## src/fcs_pkg.sv

```systemverilog
// package: constants, commands, status layout and operation codes of the flash host
package fcs_pkg;

	// ----------------------------------------
	// clock and timing
	// ----------------------------------------
	localparam int CLK_PERIOD_NS = 25;
	localparam int WE_PULSE_NS = 50;
	localparam int WE_PULSE_CYC = (WE_PULSE_NS + CLK_PERIOD_NS - 1) / CLK_PERIOD_NS;
	localparam int ACCESS_NS = 80;
	localparam int ACCESS_CYC = (ACCESS_NS + CLK_PERIOD_NS - 1) / CLK_PERIOD_NS;
	localparam int SYNC_CYC = 2;
	localparam int RD_PULSE_CYC = ACCESS_CYC + SYNC_CYC;
	localparam int RECOVER_NS = 25;
	localparam int RECOVER_CYC = (RECOVER_NS + CLK_PERIOD_NS - 1) / CLK_PERIOD_NS;
	localparam int RP_LOW_NS = 100;
	localparam int RP_LOW_CYC = (RP_LOW_NS + CLK_PERIOD_NS - 1) / CLK_PERIOD_NS;
	localparam int CNT_W = 8;

	// ----------------------------------------
	// command codes
	// ----------------------------------------
	localparam logic [7:0] CMD_READ_ARRAY = 8'hFF;
	localparam logic [7:0] CMD_IDENTIFY = 8'h90;
	localparam logic [7:0] CMD_READ_STATUS = 8'h70;
	localparam logic [7:0] CMD_CLEAR_STATUS = 8'h50;
	localparam logic [7:0] CMD_ERASE_SETUP = 8'h20;
	localparam logic [7:0] CMD_ERASE_CONFIRM = 8'hD0;
	localparam logic [7:0] CMD_PROGRAM_SETUP = 8'h40;
	localparam logic [7:0] CMD_PROGRAM_ALT = 8'h10;
	localparam logic [7:0] CMD_ERASE_SUSPEND = 8'hB0;
	localparam logic [15:0] NULL_WORD = 16'hFFFF;
	localparam logic [15:0] NULL_BYTE = 16'h00FF;

	// ----------------------------------------
	// operation_status layout
	// ----------------------------------------
	localparam int ST_READY_BIT = 7;
	localparam int ST_SUSPEND_BIT = 6;
	localparam int ST_ERASE_ERR_BIT = 5;
	localparam int ST_PROG_ERR_BIT = 4;
	localparam int ST_SUPPLY_BIT = 3;

	// ----------------------------------------
	// user operations
	// ----------------------------------------
	typedef enum logic [2:0] {
		FCS_OP_COMMAND,
		FCS_OP_READ,
		FCS_OP_PROGRAM,
		FCS_OP_ERASE,
		FCS_OP_CANCEL,
		FCS_OP_POLL,
		FCS_OP_RESET
	} fcs_op_t;

endpackage : fcs_pkg

```

## src/fcs_cycle.sv

```systemverilog
// module: one asynchronous bus cycle (write or read) on the flash pins
module fcs_cycle #(
	parameter int ADDR_W = 18,
	parameter int DATA_W = 16
) (
	input wire logic clk,
	input wire logic rst_b,
	input wire logic start,
	input wire logic write,
	input wire logic [ADDR_W-1:0] addr,
	input wire logic [DATA_W-1:0] wdata,
	output logic done,
	output logic [DATA_W-1:0] rdata,
	output logic [ADDR_W-1:0] flash_addr,
	output logic ce_b,
	output logic we_b,
	output logic oe_b,
	output logic [DATA_W-1:0] dq_out,
	output logic dq_oe,
	input wire logic [DATA_W-1:0] dq_in
);
	import fcs_pkg::*;

	typedef enum logic [2:0] {CY_IDLE, CY_SETUP, CY_PULSE, CY_HOLD, CY_RECOVER} fcs_cy_t;

	fcs_cy_t st, next_st;
	logic [CNT_W-1:0] cnt, next_cnt;
	logic write_q, next_write_q;
	logic next_done, next_ce_b, next_we_b, next_oe_b, next_dq_oe;
	logic [DATA_W-1:0] next_rdata, next_dq_out;
	logic [ADDR_W-1:0] next_flash_addr;
	logic [DATA_W-1:0] dq_meta, dq_sync;

	// ----------------------------------------
	// data input synchroniser
	// ----------------------------------------
	always_ff @(posedge clk or negedge rst_b) begin
		if (!rst_b) begin
			dq_meta <= '0;
			dq_sync <= '0;
		end else begin
			dq_meta <= dq_in;
			dq_sync <= dq_meta;
		end
	end

	// ----------------------------------------
	// cycle sequencer
	// ----------------------------------------
	always_comb begin
		next_st = st;
		next_cnt = cnt;
		next_write_q = write_q;
		next_done = 1'b0;
		next_rdata = rdata;
		next_flash_addr = flash_addr;
		next_ce_b = ce_b;
		next_we_b = 1'b1;
		next_oe_b = 1'b1;
		next_dq_out = dq_out;
		next_dq_oe = dq_oe;
		unique case (st)
			CY_IDLE: begin
				if (start) begin
					next_st = CY_SETUP;
					next_write_q = write;
					next_flash_addr = addr;
					next_dq_out = wdata;
					next_dq_oe = write;
					next_ce_b = 1'b0;
				end
			end
			CY_SETUP: begin
				next_st = CY_PULSE;
				next_cnt = '0;
				next_we_b = !write_q;
				next_oe_b = write_q;
			end
			CY_PULSE: begin
				next_cnt = cnt + 1'b1;
				next_we_b = !write_q;
				next_oe_b = write_q;
				if (write_q && cnt == CNT_W'(WE_PULSE_CYC - 1)) begin
					next_st = CY_HOLD;
					next_we_b = 1'b1;
				end else if (!write_q && cnt == CNT_W'(RD_PULSE_CYC - 1)) begin
					next_st = CY_HOLD;
					next_oe_b = 1'b1;
					next_rdata = dq_sync;
				end
			end
			CY_HOLD: begin
				next_st = CY_RECOVER;
				next_cnt = '0;
				next_ce_b = 1'b1;
			end
			CY_RECOVER: begin
				next_cnt = cnt + 1'b1;
				next_dq_oe = 1'b0;
				if (cnt == CNT_W'(RECOVER_CYC - 1)) begin
					next_st = CY_IDLE;
					next_done = 1'b1;
				end
			end
		endcase
	end

	always_ff @(posedge clk or negedge rst_b) begin
		if (!rst_b) begin
			st <= CY_IDLE;
			cnt <= '0;
			write_q <= 1'b0;
			done <= 1'b0;
			rdata <= '0;
			flash_addr <= '0;
			ce_b <= 1'b1;
			we_b <= 1'b1;
			oe_b <= 1'b1;
			dq_out <= '0;
			dq_oe <= 1'b0;
		end else begin
			st <= next_st;
			cnt <= next_cnt;
			write_q <= next_write_q;
			done <= next_done;
			rdata <= next_rdata;
			flash_addr <= next_flash_addr;
			ce_b <= next_ce_b;
			we_b <= next_we_b;
			oe_b <= next_oe_b;
			dq_out <= next_dq_out;
			dq_oe <= next_dq_oe;
		end
	end

endmodule : fcs_cycle

```

## src/fcs_host.sv

```systemverilog
// module: host controller that sequences flash commands over the parallel pins
module fcs_host #(
	parameter int ADDR_W = 18,
	parameter int DATA_W = 16
) (
	input wire logic clk,
	input wire logic rst_b,
	input wire logic cmd_valid,
	input wire fcs_pkg::fcs_op_t cmd_op,
	input wire logic [ADDR_W-1:0] cmd_addr,
	input wire logic [DATA_W-1:0] cmd_data,
	input wire logic cmd_boot,
	input wire logic byte_mode,
	output logic cmd_ready,
	output logic rsp_valid,
	output logic [DATA_W-1:0] rsp_data,
	output logic rsp_error,
	output logic [ADDR_W-1:0] flash_addr,
	output logic flash_ce_b,
	output logic flash_we_b,
	output logic flash_oe_b,
	output logic flash_byte_b,
	output logic reset_powerdown_pin_b,
	output logic flash_wp,
	output logic [DATA_W-1:0] flash_dq_out,
	output logic flash_dq_oe,
	input wire logic [DATA_W-1:0] flash_dq_in
);
	import fcs_pkg::*;

	// ----------------------------------------
	// elaboration checks
	// ----------------------------------------
	if (DATA_W != 16) begin : g_bad_data
		$error("fcs_host needs DATA_W of 16");
	end
	if (ADDR_W < 18) begin : g_bad_addr
		$error("fcs_host needs ADDR_W of at least 18");
	end

	typedef enum logic [2:0] {S_IDLE, S_FIRST, S_SECOND, S_POLL, S_RESET} fcs_st_t;

	fcs_st_t st, next_st;
	fcs_op_t op_q, next_op_q;
	logic [ADDR_W-1:0] addr_q, next_addr_q;
	logic [DATA_W-1:0] data_q, next_data_q;
	logic boot_q, next_boot_q;
	logic [CNT_W-1:0] cnt, next_cnt;
	logic eng_start, next_eng_start;
	logic eng_write, next_eng_write;
	logic [DATA_W-1:0] eng_wdata, next_eng_wdata;
	logic eng_done;
	logic [DATA_W-1:0] eng_rdata;
	logic next_cmd_ready, next_rsp_valid, next_rsp_error;
	logic [DATA_W-1:0] next_rsp_data;
	logic next_byte_b, next_rp_b, next_wp;

	// ----------------------------------------
	// bus cycle engine
	// ----------------------------------------
	fcs_cycle #(.ADDR_W(ADDR_W), .DATA_W(DATA_W)) u_cycle (
		.clk(clk),
		.rst_b(rst_b),
		.start(eng_start),
		.write(eng_write),
		.addr(addr_q),
		.wdata(eng_wdata),
		.done(eng_done),
		.rdata(eng_rdata),
		.flash_addr(flash_addr),
		.ce_b(flash_ce_b),
		.we_b(flash_we_b),
		.oe_b(flash_oe_b),
		.dq_out(flash_dq_out),
		.dq_oe(flash_dq_oe),
		.dq_in(flash_dq_in)
	);

	// ----------------------------------------
	// operation sequencer
	// ----------------------------------------
	always_comb begin
		next_st = st;
		next_op_q = op_q;
		next_addr_q = addr_q;
		next_data_q = data_q;
		next_boot_q = boot_q;
		next_cnt = cnt;
		next_eng_start = 1'b0;
		next_eng_write = eng_write;
		next_eng_wdata = eng_wdata;
		next_cmd_ready = cmd_ready;
		next_rsp_valid = 1'b0;
		next_rsp_data = rsp_data;
		next_rsp_error = rsp_error;
		next_byte_b = flash_byte_b;
		next_rp_b = 1'b1;
		next_wp = 1'b0;
		unique case (st)
			S_IDLE: begin
				next_byte_b = !byte_mode;
				if (cmd_valid && cmd_ready) begin
					next_op_q = cmd_op;
					next_addr_q = cmd_addr;
					next_data_q = cmd_data;
					next_boot_q = cmd_boot;
					next_cmd_ready = 1'b0;
					next_eng_start = 1'b1;
					next_eng_write = 1'b1;
					next_st = S_FIRST;
					unique case (cmd_op)
						FCS_OP_COMMAND: next_eng_wdata = {8'h00, cmd_data[7:0]};
						FCS_OP_READ: next_eng_write = 1'b0;
						FCS_OP_PROGRAM: next_eng_wdata = {8'h00, CMD_PROGRAM_SETUP};
						FCS_OP_CANCEL: next_eng_wdata = {8'h00, CMD_PROGRAM_SETUP};
						FCS_OP_ERASE: next_eng_wdata = {8'h00, CMD_ERASE_SETUP};
						FCS_OP_POLL: begin
							next_eng_write = 1'b0;
							next_st = S_POLL;
						end
						FCS_OP_RESET: begin
							next_eng_start = 1'b0;
							next_rp_b = 1'b0;
							next_cnt = '0;
							next_st = S_RESET;
						end
					endcase
				end
			end
			S_FIRST: begin
				if (eng_done) begin
					if (op_q == FCS_OP_COMMAND || op_q == FCS_OP_READ) begin
						next_st = S_IDLE;
						next_cmd_ready = 1'b1;
						next_rsp_valid = 1'b1;
						next_rsp_data = op_q == FCS_OP_READ ? eng_rdata : data_q;
						next_rsp_error = 1'b0;
					end else begin
						next_st = S_SECOND;
						next_eng_start = 1'b1;
						next_eng_write = 1'b1;
						next_wp = boot_q;
						if (op_q == FCS_OP_PROGRAM) begin
							next_eng_wdata = data_q;
						end else if (op_q == FCS_OP_ERASE) begin
							next_eng_wdata = {8'h00, CMD_ERASE_CONFIRM};
						end else begin
							next_eng_wdata = flash_byte_b ? NULL_WORD : NULL_BYTE;
						end
					end
				end
			end
			S_SECOND: begin
				next_wp = boot_q;
				if (eng_done) begin
					next_wp = 1'b0;
					if (op_q == FCS_OP_CANCEL) begin
						next_st = S_IDLE;
						next_cmd_ready = 1'b1;
						next_rsp_valid = 1'b1;
						next_rsp_data = '0;
						next_rsp_error = 1'b0;
					end else begin
						next_st = S_POLL;
						next_eng_start = 1'b1;
						next_eng_write = 1'b0;
					end
				end
			end
			S_POLL: begin
				if (eng_done) begin
					if (eng_rdata[ST_READY_BIT]) begin
						next_st = S_IDLE;
						next_cmd_ready = 1'b1;
						next_rsp_valid = 1'b1;
						next_rsp_data = {8'h00, eng_rdata[7:3], 3'b000};
						next_rsp_error = |eng_rdata[ST_ERASE_ERR_BIT:ST_SUPPLY_BIT];
					end else begin
						next_eng_start = 1'b1;
						next_eng_write = 1'b0;
					end
				end
			end
			S_RESET: begin
				next_cnt = cnt + 1'b1;
				next_rp_b = 1'b0;
				if (cnt == CNT_W'(RP_LOW_CYC - 1)) begin
					next_rp_b = 1'b1;
					next_st = S_IDLE;
					next_cmd_ready = 1'b1;
					next_rsp_valid = 1'b1;
					next_rsp_data = '0;
					next_rsp_error = 1'b0;
				end
			end
			default: begin
				next_st = S_IDLE;
				next_cmd_ready = 1'b1;
			end
		endcase
	end

	always_ff @(posedge clk or negedge rst_b) begin
		if (!rst_b) begin
			st <= S_IDLE;
			op_q <= FCS_OP_COMMAND;
			addr_q <= '0;
			data_q <= '0;
			boot_q <= 1'b0;
			cnt <= '0;
			eng_start <= 1'b0;
			eng_write <= 1'b0;
			eng_wdata <= '0;
			cmd_ready <= 1'b1;
			rsp_valid <= 1'b0;
			rsp_data <= '0;
			rsp_error <= 1'b0;
			flash_byte_b <= 1'b1;
			reset_powerdown_pin_b <= 1'b1;
			flash_wp <= 1'b0;
		end else begin
			st <= next_st;
			op_q <= next_op_q;
			addr_q <= next_addr_q;
			data_q <= next_data_q;
			boot_q <= next_boot_q;
			cnt <= next_cnt;
			eng_start <= next_eng_start;
			eng_write <= next_eng_write;
			eng_wdata <= next_eng_wdata;
			cmd_ready <= next_cmd_ready;
			rsp_valid <= next_rsp_valid;
			rsp_data <= next_rsp_data;
			rsp_error <= next_rsp_error;
			flash_byte_b <= next_byte_b;
			reset_powerdown_pin_b <= next_rp_b;
			flash_wp <= next_wp;
		end
	end

endmodule : fcs_host

```

## config.mk

```make
export PLATFORM = sky130hd
export DESIGN_NAME = fcs_host
export DESIGN_NICKNAME = d
export VERILOG_FILES = /design/src/fcs_pkg.sv /design/src/fcs_cycle.sv /design/src/fcs_host.sv
export SDC_FILE = /design/constraint.sdc
export NUM_CORES = 1
export LEC_CHECK = 0
export BUFFER_PORTS_ARGS = -buffer_cell sky130_fd_sc_hd__buf_2
export CORE_UTILIZATION = 45
export DETAILED_ROUTE_END_ITERATION = 10
export PLACE_DENSITY = 0.72
export SYNTH_ARGS = -nofsm -noshare
export SYNTH_HDL_FRONTEND = slang
export SYNTH_SLANG_ARGS = --single-unit
```

## constraint.sdc

```tcl
create_clock -name clk -period 3.7 [get_ports clk]
set_input_delay 0.37 -clock clk [delete_from_list [all_inputs] [get_ports clk]]
set_output_delay 0.37 -clock clk [all_outputs]
set_load 0.05 [all_outputs]
```

# Word-level counts from Yosys, hierarchy flattened
# Cells that the tools add are included.
# Widths: inputs -> output; s select.
# totals
regBits,188
inputBits,58
# op_classes
n_eq_ne,37
n_mux,96
bitwise,1
n_addsub,2
reduce_logical,35
# ops
op,count
$mux 16,14
$pmux 16 s4,1
$mux 1,49
$pmux 16 s3,1
$pmux 16 s2,1
$pmux 8 s2,2
$mux 3,10
$pmux 3 s5,2
$eq 3x2->1 const B,8
$reduce_and 8->1,3
$eq 3x3->1 const B,6
$add 8x1->8 const B,2
$mux 8,2
$ne 2x2->1 const B,8
$pmux 1 s4,4
$eq 3x1->1 const B,4
$logic_not 3->1,4
$ne 2x1->1 const B,6
$pmux 1 s2,6
$reduce_bool 2->1,5
$reduce_and 3->1,3
$eq 8x1->1 const B,1
$eq 8x2->1 const B,1
$eq 8x3->1 const B,1
16 further kinds,27

# Logic depth before layout (Yosys ltp)
# Gate-level depths: netlist of run 1.
# depth
ltp_word,6
ltp_mapped,7
depth_no_buf,6

# Cells and area by module
# From an unflattened synthesis of run 1, not the netlist that was laid out.
# unflattened
hier_cells,662
area_unflattened_um2,8175.3
# modules_own_cells
module,seq_area_each_um2,area_per_inst_um2,instances,cells_each
fcs_host,2230.9,4439.3,1,409
fcs_cycle,2481.1,3736.1,1,253

# Worst setup path before layout of run 1
# Ideal clock, no wire load.
# synth_path
path_type,register -> register
from,reg op_q[1]
to,reg rsp_data[0]
path_buffers,1
arrival_ps,2140
path_slack_ps,1434
setup_time_ps,125
path_stages_with_launch,6
path_cell_list,dfrtp_1 or3b_4 o211a_4 o41ai_4 buf_8 mux2_4
# synth_between
elab_chain_cells,5
elab_cells_between_ends,11
classes_between,eq/ne: 4; mux: 4; reduce/logical: 3
# synth_lines
item,line,source
"start, declared",fcs_host.sv:44,"fcs_op_t op_q, next_op_q;"
"start signal, assigned",fcs_host.sv:223,op_q <= next_op_q;
$eq 3x1->1,"fcs_host.sv:132, fcs_host.sv:136",
$mux 16,fcs_host.sv:136,next_rsp_data = op_q == FCS_OP_READ ? eng_rdata : data_q;
$mux 16,fcs_host.sv:132,if (op_q == FCS_OP_COMMAND || op_q == FCS_OP_READ) begin
$mux 16,fcs_host.sv:131,if (eng_done) begin
$pmux 16 s4,fcs_host.sv:99,unique case (st)
"end signal, assigned",fcs_host.sv:233,rsp_data <= next_rsp_data;
"end, declared",fcs_host.sv:16,"output logic [DATA_W-1:0] rsp_data,"
# Parallel ways exist; a longest one is shown, timed or not. The select of a mux whose other input is x is not followed.
# A chain may end at the register's enable or synchronous reset.

# Worst setup path after layout of run 1
# layout_path
from,reg st[1]
to,reg addr_q[7]
# layout_between
elab_chain_cells,2
# layout_lines
item,line,source
"start, declared",fcs_host.sv:43,"fcs_st_t st, next_st;"
"start signal, assigned",fcs_host.sv:222,st <= next_st;
$logic_not 3->1,fcs_host.sv:99,
$reduce_and 2->1 (no line),n/a,
"end signal, assigned",fcs_host.sv:224,addr_q <= next_addr_q;
"end, declared",fcs_host.sv:45,"logic [ADDR_W-1:0] addr_q, next_addr_q;"
# Every way passes these cells.

==> metrics.log, run 1 <==
[metrics] number of sinks handled by clock tree synthesis: approximately 190
[metrics] initial standard-cell utilization of the core: 0.461
[metrics] Seq pwr share: 0.523
[metrics] Fin. Hold Viols: 0
[metrics] number of global-route vias before repair: roughly 5200
[metrics] pin count of the biggest net entering global routing: 96
[metrics] transition time of the tightest slew-check pin: roughly 1000 ps
[metrics] total track usage: 0.185
[metrics] placed standard-cell area: 8810 sq um
[metrics] CTS clock-pin slew for the worst setup and hold paths: ~70 ps
[metrics] worst r2r dst: addr_q[7]
[metrics] post-layout net count: 829
[metrics] number of warnings issued by yosys: 0
[metrics] iteration count of the initial detailed-routing pass: 5
[metrics] register bit total from synthesis: approximately 190
[metrics] most area-hungry cell type in the Yosys netlist: dfrtp_1
[metrics] Clock Skews: 8.15 ps
[metrics] fraction of met3 tracks used by global routing: 0.0293
[metrics] crit path time final: about 2400 ps
[metrics] Cell Area, Synth: ~8000 sq um
[metrics] synthesized area divided by synthesized cell count: roughly 12 sq um
[metrics] cell with the most instances after synthesis: dfrtp_1
[metrics] Non-Filler Cell Area, Final: roughly 9400 sq um
[metrics] P_sw: approximately 0.86 mW
[metrics] Critical Path End Type: flip-flop
[metrics] max-cap violation count: 0
[metrics] element type at the critical path start: flip-flop
[metrics] Crit Path Category: reg2reg
[metrics] clock network latency to the later pin of the worst-skew pair: ~430 ps
[metrics] cell count of the worst reg-to-reg path: 3
[metrics] Hold WC Path Type: in2async
[metrics] Leak Pwr: approximately 4.6 nW
[metrics] total instance count after detailed placement: around 970
[metrics] Die Span X: between 100 and 150 um
[metrics] proportion of register bits with asynchronous set or reset after synthesis: 1.00
[metrics] worst vdd ir: roughly 0.33 mV
[metrics] mean number of vias per cell: between 5 and 6
[metrics] hold-fix buffers at CTS: 0
[metrics] number of placement rows: 48
[metrics] Die Y: 135 um
[metrics] number of enable-type register cells in the synthesized netlist: 0
[metrics] ys flop type: dfrtp_1
[metrics] post-detailed-placement half-perimeter wirelength: 11000 um
[metrics] final count of pins violating max slew: 0
[metrics] required time of the critical path: approximately 4000 ps
[metrics] fraction of the yosys area taken by sequential cells: 0.591
[metrics] maximum clock rate: between 0.4 and 0.5 GHz
[metrics] growth of design area from synthesis to finish: 17.8%
[metrics] portion of the clock cycle consumed by the worst path in the final layout: 0.660
[metrics] met2 global-route usage: 0.295
[metrics] setup slack on the worst flop-to-flop path: about 1300 ps
[metrics] global placement routability congestion: slightly above 0.8
[metrics] synthesized instance count: between 600 and 700
[metrics] status: finished, final reports clean
[metrics] largest driver fanout on the critical path: 34
[metrics] fin cells: about 1000
[metrics] final wirelength: about 16000 um
[metrics] post-route ant nets: 0
[metrics] total nets after synthesis: 715
[metrics] cells resized by post-CTS repair: 0
[metrics] Overall Power: about 4.0 mW
[metrics] grt ovf: 0
[metrics] antenna violations before repair: 0
[metrics] placeable core region: 17300 sq um
[metrics] Internal: ~3.1 mW
[metrics] H-tree lvl count: 4
[metrics] first-pass GRT wire length: 26300 um
[metrics] reg2reg start: st[1]
[metrics] Gate power share: 0.027
[metrics] total inserted antenna cells: 0
[metrics] DR vias: 5291
[metrics] average routed wire per standard cell: roughly 16 um
[metrics] relative contribution of the clock network to total power: 0.450
[metrics] post-CTS repair timing setup buffer count: 0
[metrics] GR peak layer: met2
[metrics] I/O pins: 118
[metrics] Longest Clk Path Bufs: 2
[metrics] Cell variety after synth: 56
[metrics] setup violators final: 0
[metrics] Hold WS: 9.84 ps
[metrics] Port-buffer cells: around 120
[metrics] fraction of final layout cells with drive strength greater than 1: 0.368
[metrics] main area contributors after synthesis: dfrtp_1, mux2_2, nand2_1
[metrics] full die area: 18300 sq um
[metrics] ratio of total power to cell area: ~430 nW/um^2
[metrics] Root Buffer: clkbuf_16
[metrics] area share of the largest cell type after synthesis: 0.571
[metrics] Inserted Clock Buffers: 17
[metrics] Commonest cells post-synth: dfrtp_1, mux2_2, nand2_1, o21ai_0, nor2_1
[metrics] met1 Resource Use GR: 0.246
[metrics] unrepaired setup endpoints after global routing: no
[metrics] Max-slew headroom: 0.326
[metrics] Arrival @ worst endpoint: about 2800 ps
[metrics] DRC: 0
[metrics] post-route setup TNS: 0 ps
[metrics] clock tree from TritonCTS: yes
[metrics] switching part of the total power: 0.214
[metrics] number of design-rule violations left by the first detailed-router iteration: 326
==> worst max-delay path, stage by stage, from the launching register on <==
cell and delay [ps]:
dfrtp_1 640, nand4bb_1 420, nor2_4 830, mux2_2 420
==> logic make-up (layout without fill, tap and decap cells) <==
kind of cell / after synthesis / in the layout / synth area share
flip-flops: 188 / 188 / 0.591
AND/OR/NAND/NOR: 168 / 168 / 0.106
multiplexers: 122 / 122 / 0.173
AO/OA/AOI/OAI: 110 / 110 / 0.0909
buffers and inverters: 57 / 184 / 0.0287
adder cells (fa/ha/maj): 4 / 4 / 0.00628
XOR/XNOR: 4 / 4 / 0.00440
==> power groups by stage <==
stage	Sequential, mW	Combinational, mW	Clock [mW]
final	2.09	0.108	1.80
after detailed placement	2.13	0.112	0
after global placement	2.13	0.112	0
after floorplan	2.13	0.0259	0
after global routing	2.09	0.123	1.92
after CTS	2.09	0.112	1.84
==> layout by cell type (no fill, tap or decap), types with 4 or more instances in the layout <==
| cell type | count |
|---|---|
| dfrtp_1 | 182 |
| buf_2 | 116 |
| mux2_2 | 106 |
| nand2_1 | 61 |
| o21ai_0 | 42 |
| nor2_1 | 26 |
| inv_1 | 25 |
| nor3_1 | 22 |
| a21oi_1 | 22 |
| clkbuf_16 | 17 |
| mux2i_1 | 11 |
| nand3_1 | 10 |
| buf_4 | 9 |
| nor2b_1 | 8 |
| nand2b_1 | 8 |
| dfstp_2 | 6 |
| a2bb2oi_1 | 5 |
| mux2_4 | 5 |
| nor3b_1 | 4 |
| or3b_2 | 4 |
| a31oi_1 | 4 |
| o221ai_1 | 4 |
| o2bb2ai_1 | 4 |
| a22o_1 | 4 |
| ha_1 | 4 |
| inv_6 | 4 |
==> state kept, by name, summed over array words and instances (netlist names), 3 cells and up <==
| register | count |
|---|---|
| cnt | 8 |
| u_cycle.rdata | 16 |
| u_cycle.cnt | 8 |
| addr_q | 18 |
| u_cycle.dq_out | 16 |
| data_q | 16 |
| eng_wdata | 16 |
| u_cycle.dq_meta | 16 |
| u_cycle.flash_addr | 18 |
| u_cycle.st | 3 |
| u_cycle.dq_sync | 16 |
| op_q | 3 |
| rsp_data | 16 |
| st | 3 |
==> per-stage QoR <==
stage          utilization  setup slack [ps]
6_report             0.543              1260
5_1_grt              0.543              1080
4_1_cts              0.543              1250
3_5_place_dp         0.509              1270
3_3_place_gp         0.509              1350
2_1_floorplan            -              1430
==> cell type report <==
cell class	instances	area, sq um
sequential	188	4710
tap	225	282
fill	1494	7900
timing repair buffer	127	682
multi-input combinational	408	3040
clock inverter	12	135
inverter	25	93.8
clock buffer	20	447
==> layer usage <==
metal  part of all wire  wire, um
met3              0.044       700
met2               0.47      7450
met4              0.028       450
met5                  0         0
met1               0.46      7390
==> worst max path at each step <==
stage / startpoint / endpoint / slack (ps) / cells past startpoint
global route: st[0] / data_q[6] / 1080 / 5
detailed placement: st[0] / addr_q[7] / 1270 / 3
global placement: st[1] / addr_q[1] / 1350 / 3
finish: st[1] / addr_q[7] / 1260 / 3
CTS: st[0] / addr_q[7] / 1250 / 3
floorplan: op_q[1] / rsp_data[0] / 1430 / 5
(Power assumes the default switching activity.)
==> inputs of run 2 (changes only) <==
Settings changed: ABC_AREA set to 1, PLACE_DENSITY 0.72 to 0.75.
Clock period 3.7 ns to 2.05 ns, I/O delays scaled along.
==> metrics.log, run 2 <==
[metrics] maximum clock rate: 0.569 GHz (+39%)
[metrics] Hold WC Path Type: in2reg
[metrics] ratio of total power to cell area: 1580 nW/um^2 (+270%)
[metrics] average routed wire per standard cell: 13.2 um (-17%)
[metrics] origin of the worst min-delay path: cmd_addr[14]
[metrics] post-detailed-placement half-perimeter wirelength: 11600 um (+4.9%)
[metrics] I/O pins: 118 (unchanged)
[metrics] global placement routability congestion: 0.883 (+6.4%)
[metrics] Arrival @ worst endpoint: 2080 ps (-670 ps)
[metrics] portion of the clock cycle consumed by the worst path in the final layout: 0.858 (+0.198)
[metrics] pin count of the biggest net entering global routing: 77 (-20%)
[metrics] Fin. Hold Viols: 0 (unchanged)
[metrics] worst r2r dst: rsp_data[7]
[metrics] largest stage delay on the critical path: 450 ps (-380 ps)
[metrics] number of global-route vias before repair: 5865 (+13%)
[metrics] synthesized instance count: 887 (+36%)
[metrics] Filler cells: 1484 (-0.67%)
[metrics] synthesized area divided by synthesized cell count: 8.80 sq um (-28%)
[metrics] crit path buf inv count: 1 (+1)
[metrics] final count of pins violating max slew: 0 (unchanged)
[metrics] Top Registers: addr_q (18), u_cycle.flash_addr (18)
[metrics] unrepaired setup endpoints after global routing: no
[metrics] Cell Area, Synth: 7800 sq um (-2.1%)
[metrics] Clock Skews: 8.90 ps (+0.755 ps)
[metrics] mean number of vias per cell: 4.90 (-6.8%)
[metrics] DR vias: 6170 (+17%)
[metrics] final critical-path setup slack: 292 ps (-968 ps)
[metrics] number of warnings issued by yosys: 0 (unchanged)
[metrics] cell with the most instances after synthesis: nand2_1
[metrics] grt ovf: 0 (unchanged)
[metrics] growth of design area from synthesis to finish: 21.2%
[metrics] fraction of the yosys area taken by sequential cells: 0.604 (+0.0127)
[metrics] element type at the critical path start: flip-flop
[metrics] setup violators final: 0 (unchanged)
[metrics] full die area: 17900 sq um (-2.1%)
[metrics] number of placement rows: 47 (-2.1%)
[metrics] Port-buffer cells: 117 (unchanged)
[metrics] Commonest cells post-synth: nand2_1, dfrtp_1, inv_1, nor2_1, o21ai_0
[metrics] proportion of register bits with asynchronous set or reset after synthesis: 1.00 (unchanged)
[metrics] post-route ant nets: 0 (unchanged)
[metrics] antenna violations before repair: 1 (+1)
[metrics] leading cell type in the layout, fill and taps excluded: nand2_1
[metrics] transition time of the tightest slew-check pin: 492 ps (-516 ps)
[metrics] number of cells on the worst hold path: 3
[metrics] worst setup timing slack at the placement stage: 326 ps (-943 ps)
[metrics] clock network latency to the later pin of the worst-skew pair: 420 ps (about the same)
[metrics] Cell variety after synth: 36 (-36%)
[metrics] post-route setup TNS: 0 ps (unchanged)
[metrics] fin cells: 1258 (+25%)
[metrics] Overall Power: 15.0 mW (+270%)
[metrics] Die Span X: 134 um (-1.0%)
[metrics] status: finished, final reports clean
[metrics] number of design-rule violations left by the first detailed-router iteration: 509 (+56%)
[metrics] total nets after synthesis: 949 (+33%)
[metrics] ys flop type: dfrtp_1
[metrics] Top Family by Delay on Critical Path: simple AND/OR/NAND/NOR gates
[metrics] Root Buffer: clkbuf_16
[metrics] placeable core region: 16800 sq um (-3.1%)
[metrics] required time of the critical path: 2370 ps (-1640 ps)
[metrics] total track usage: 0.197 (+0.0117)
[metrics] crit path time final: 1760 ps (-682 ps)
[metrics] iteration count of the initial detailed-routing pass: 5 (unchanged)
[metrics] Critical Path End Type: flip-flop
[metrics] number of sinks handled by clock tree synthesis: 188 (unchanged)
[metrics] Inserted Clock Buffers: 17 (unchanged)
[metrics] Cell Chain, Critical Path: nor2_4 > nand2_2 > nand2_1 > inv_1 > o21ai_0 > o21ai_0 > nand2_1 > nand2_1
[metrics] Worst Hold Path EP: addr_q[14]
[metrics] reg2reg start: st[1]
[metrics] total instance count after detailed placement: 1208 (+24%)
[metrics] Die Y: 134 um (-1.0%)
[metrics] worst vdd ir: 0.987 mV (+200%)
[metrics] number of enable-type register cells in the synthesized netlist: 0 (unchanged)
[metrics] most area-hungry cell type in the Yosys netlist: dfrtp_1
[metrics] Leak Pwr: 5.10 nW (+12%)
[metrics] cell mode on critical path: nand2_1
[metrics] DRC: 0 (unchanged)
[metrics] H-tree lvl count: 4 (unchanged)
[metrics] fraction of final layout cells with drive strength greater than 1: 0.179 (-0.189)
[metrics] setup slack on the worst flop-to-flop path: 290 ps (-970 ps)
[metrics] most used cells in the layout excluding fill and tap cells: nand2_1, dfrtp_1, buf_2
[metrics] main area contributors after synthesis: dfrtp_1, nand2_1, inv_1
[metrics] initial standard-cell utilization of the core: 0.466 (+0.00476)
[metrics] CTS clock-pin slew for the worst setup and hold paths: 70 ps (about the same)
[metrics] largest driver fanout on the critical path: 14 (-59%)
[metrics] cell count of the worst reg-to-reg path: 8 (+5)
[metrics] cells resized by post-CTS repair: 0 (unchanged)
[metrics] Max-slew headroom: 0.672 (+0.346)
[metrics] register bit total from synthesis: 188 (unchanged)
[metrics] clock tree from TritonCTS: yes
[metrics] Crit Path Category: reg2reg
[metrics] max-cap violation count: 0 (unchanged)
[metrics] post-layout net count: 1086 (+31%)
[metrics] area share of the largest cell type after synthesis: 0.584 (+0.0123)
[metrics] Longest Clk Path Bufs: 2 (unchanged)
[metrics] first-pass GRT wire length: 27700 um (+5.5%)
[metrics] final wirelength: 16600 um (+3.9%)
[metrics] slowest cell on the critical path: dfrtp_1
-- run 2: final cells by class --
cell class	count	area, sq um	share of cell area
Multi-Input combinational cell	561	2550	0.269
Clock buffer	18	439	0.0464
Timing Repair Buffer	146	892	0.0943
Inverter	110	413	0.0436
Sequential cell	188	4710	0.498
Tap cell	220	275	0.0291
Antenna cell	1	2.50	0.000264
Clock inverter	14	179	0.0189
-- run 2: kinds of logic (layout without fill, tap and decap cells) --
group / count (synthesis) / in the layout / synth area share
XOR/XNOR: 3 / 3 / 0.00337
buffers and inverters: 138 / 288 / 0.0699
AND/OR/NAND/NOR: 408 / 408 / 0.215
multiplexers: 1 / 1 / 0.00144
flip-flops: 188 / 188 / 0.604
other: 0 / 1 / 0
adder cells (fa/ha/maj): 4 / 4 / 0.00641
AO/OA/AOI/OAI: 145 / 145 / 0.101
-- run 2: how the worst max path moves through the flow --
stage,start,endpoint,cells past startpoint
final,st[1],rsp_data[7],8
after global routing,st[1],rsp_data[6],7
after CTS,st[1],rsp_data[7],8
after detailed placement,st[1],rsp_data[7],8
after global placement,st[1],rsp_data[7],8
after floorplan,cmd_ready,eng_wdata[6],8
-- run 2: repair_timing --
action,4_1_cts,5_1_grt
hold buffers,17,0
endpoints found under the hold margin,66,0
buffers inserted,0,0
-- run 2: report_power, final --
group / leakage (nW) / switching (mW) / total (mW) / internal, mW
clock network: 0.300 / 1.55 / 3.34 / 1.79
registers: 2.30 / 0.774 / 5.82 / 5.04
logic: 2.50 / 4.26 / 5.84 / 1.58
total: 5.10 / 6.59 / 15.0 / 8.41
-- run 2: metal layers --
layer | GRT usage | share of wire | vias up
met5 | 0 | 0 | -
met4 | 0.0770 | 0.028 | 0
met3 | 0.0430 | 0.046 | 37
met2 | 0.313 | 0.47 | 175
met1 | 0.264 | 0.45 | 2890
li1 | - | - | 3068
-- run 2: per-stage QoR --
step	util	area, sq um	hold WS, ps
6_report	0.565	9460	23.6
5_1_grt	0.565	9460	7.91
4_1_cts	0.564	9460	1.34
3_5_place_dp	0.517	8670	222
3_3_place_gp	0.517	8670	216
2_1_floorplan	-	7800	-90.6
-- run 2: worst register-to-register path, cell delays in order (launching register included) --
cell     delay (ps)
dfrtp_1         450
nor2_4          200
nand2_2         130
nand2_1         390
inv_1           160
o21ai_0         120
o21ai_0         100
nand2_1          60
nand2_1          50
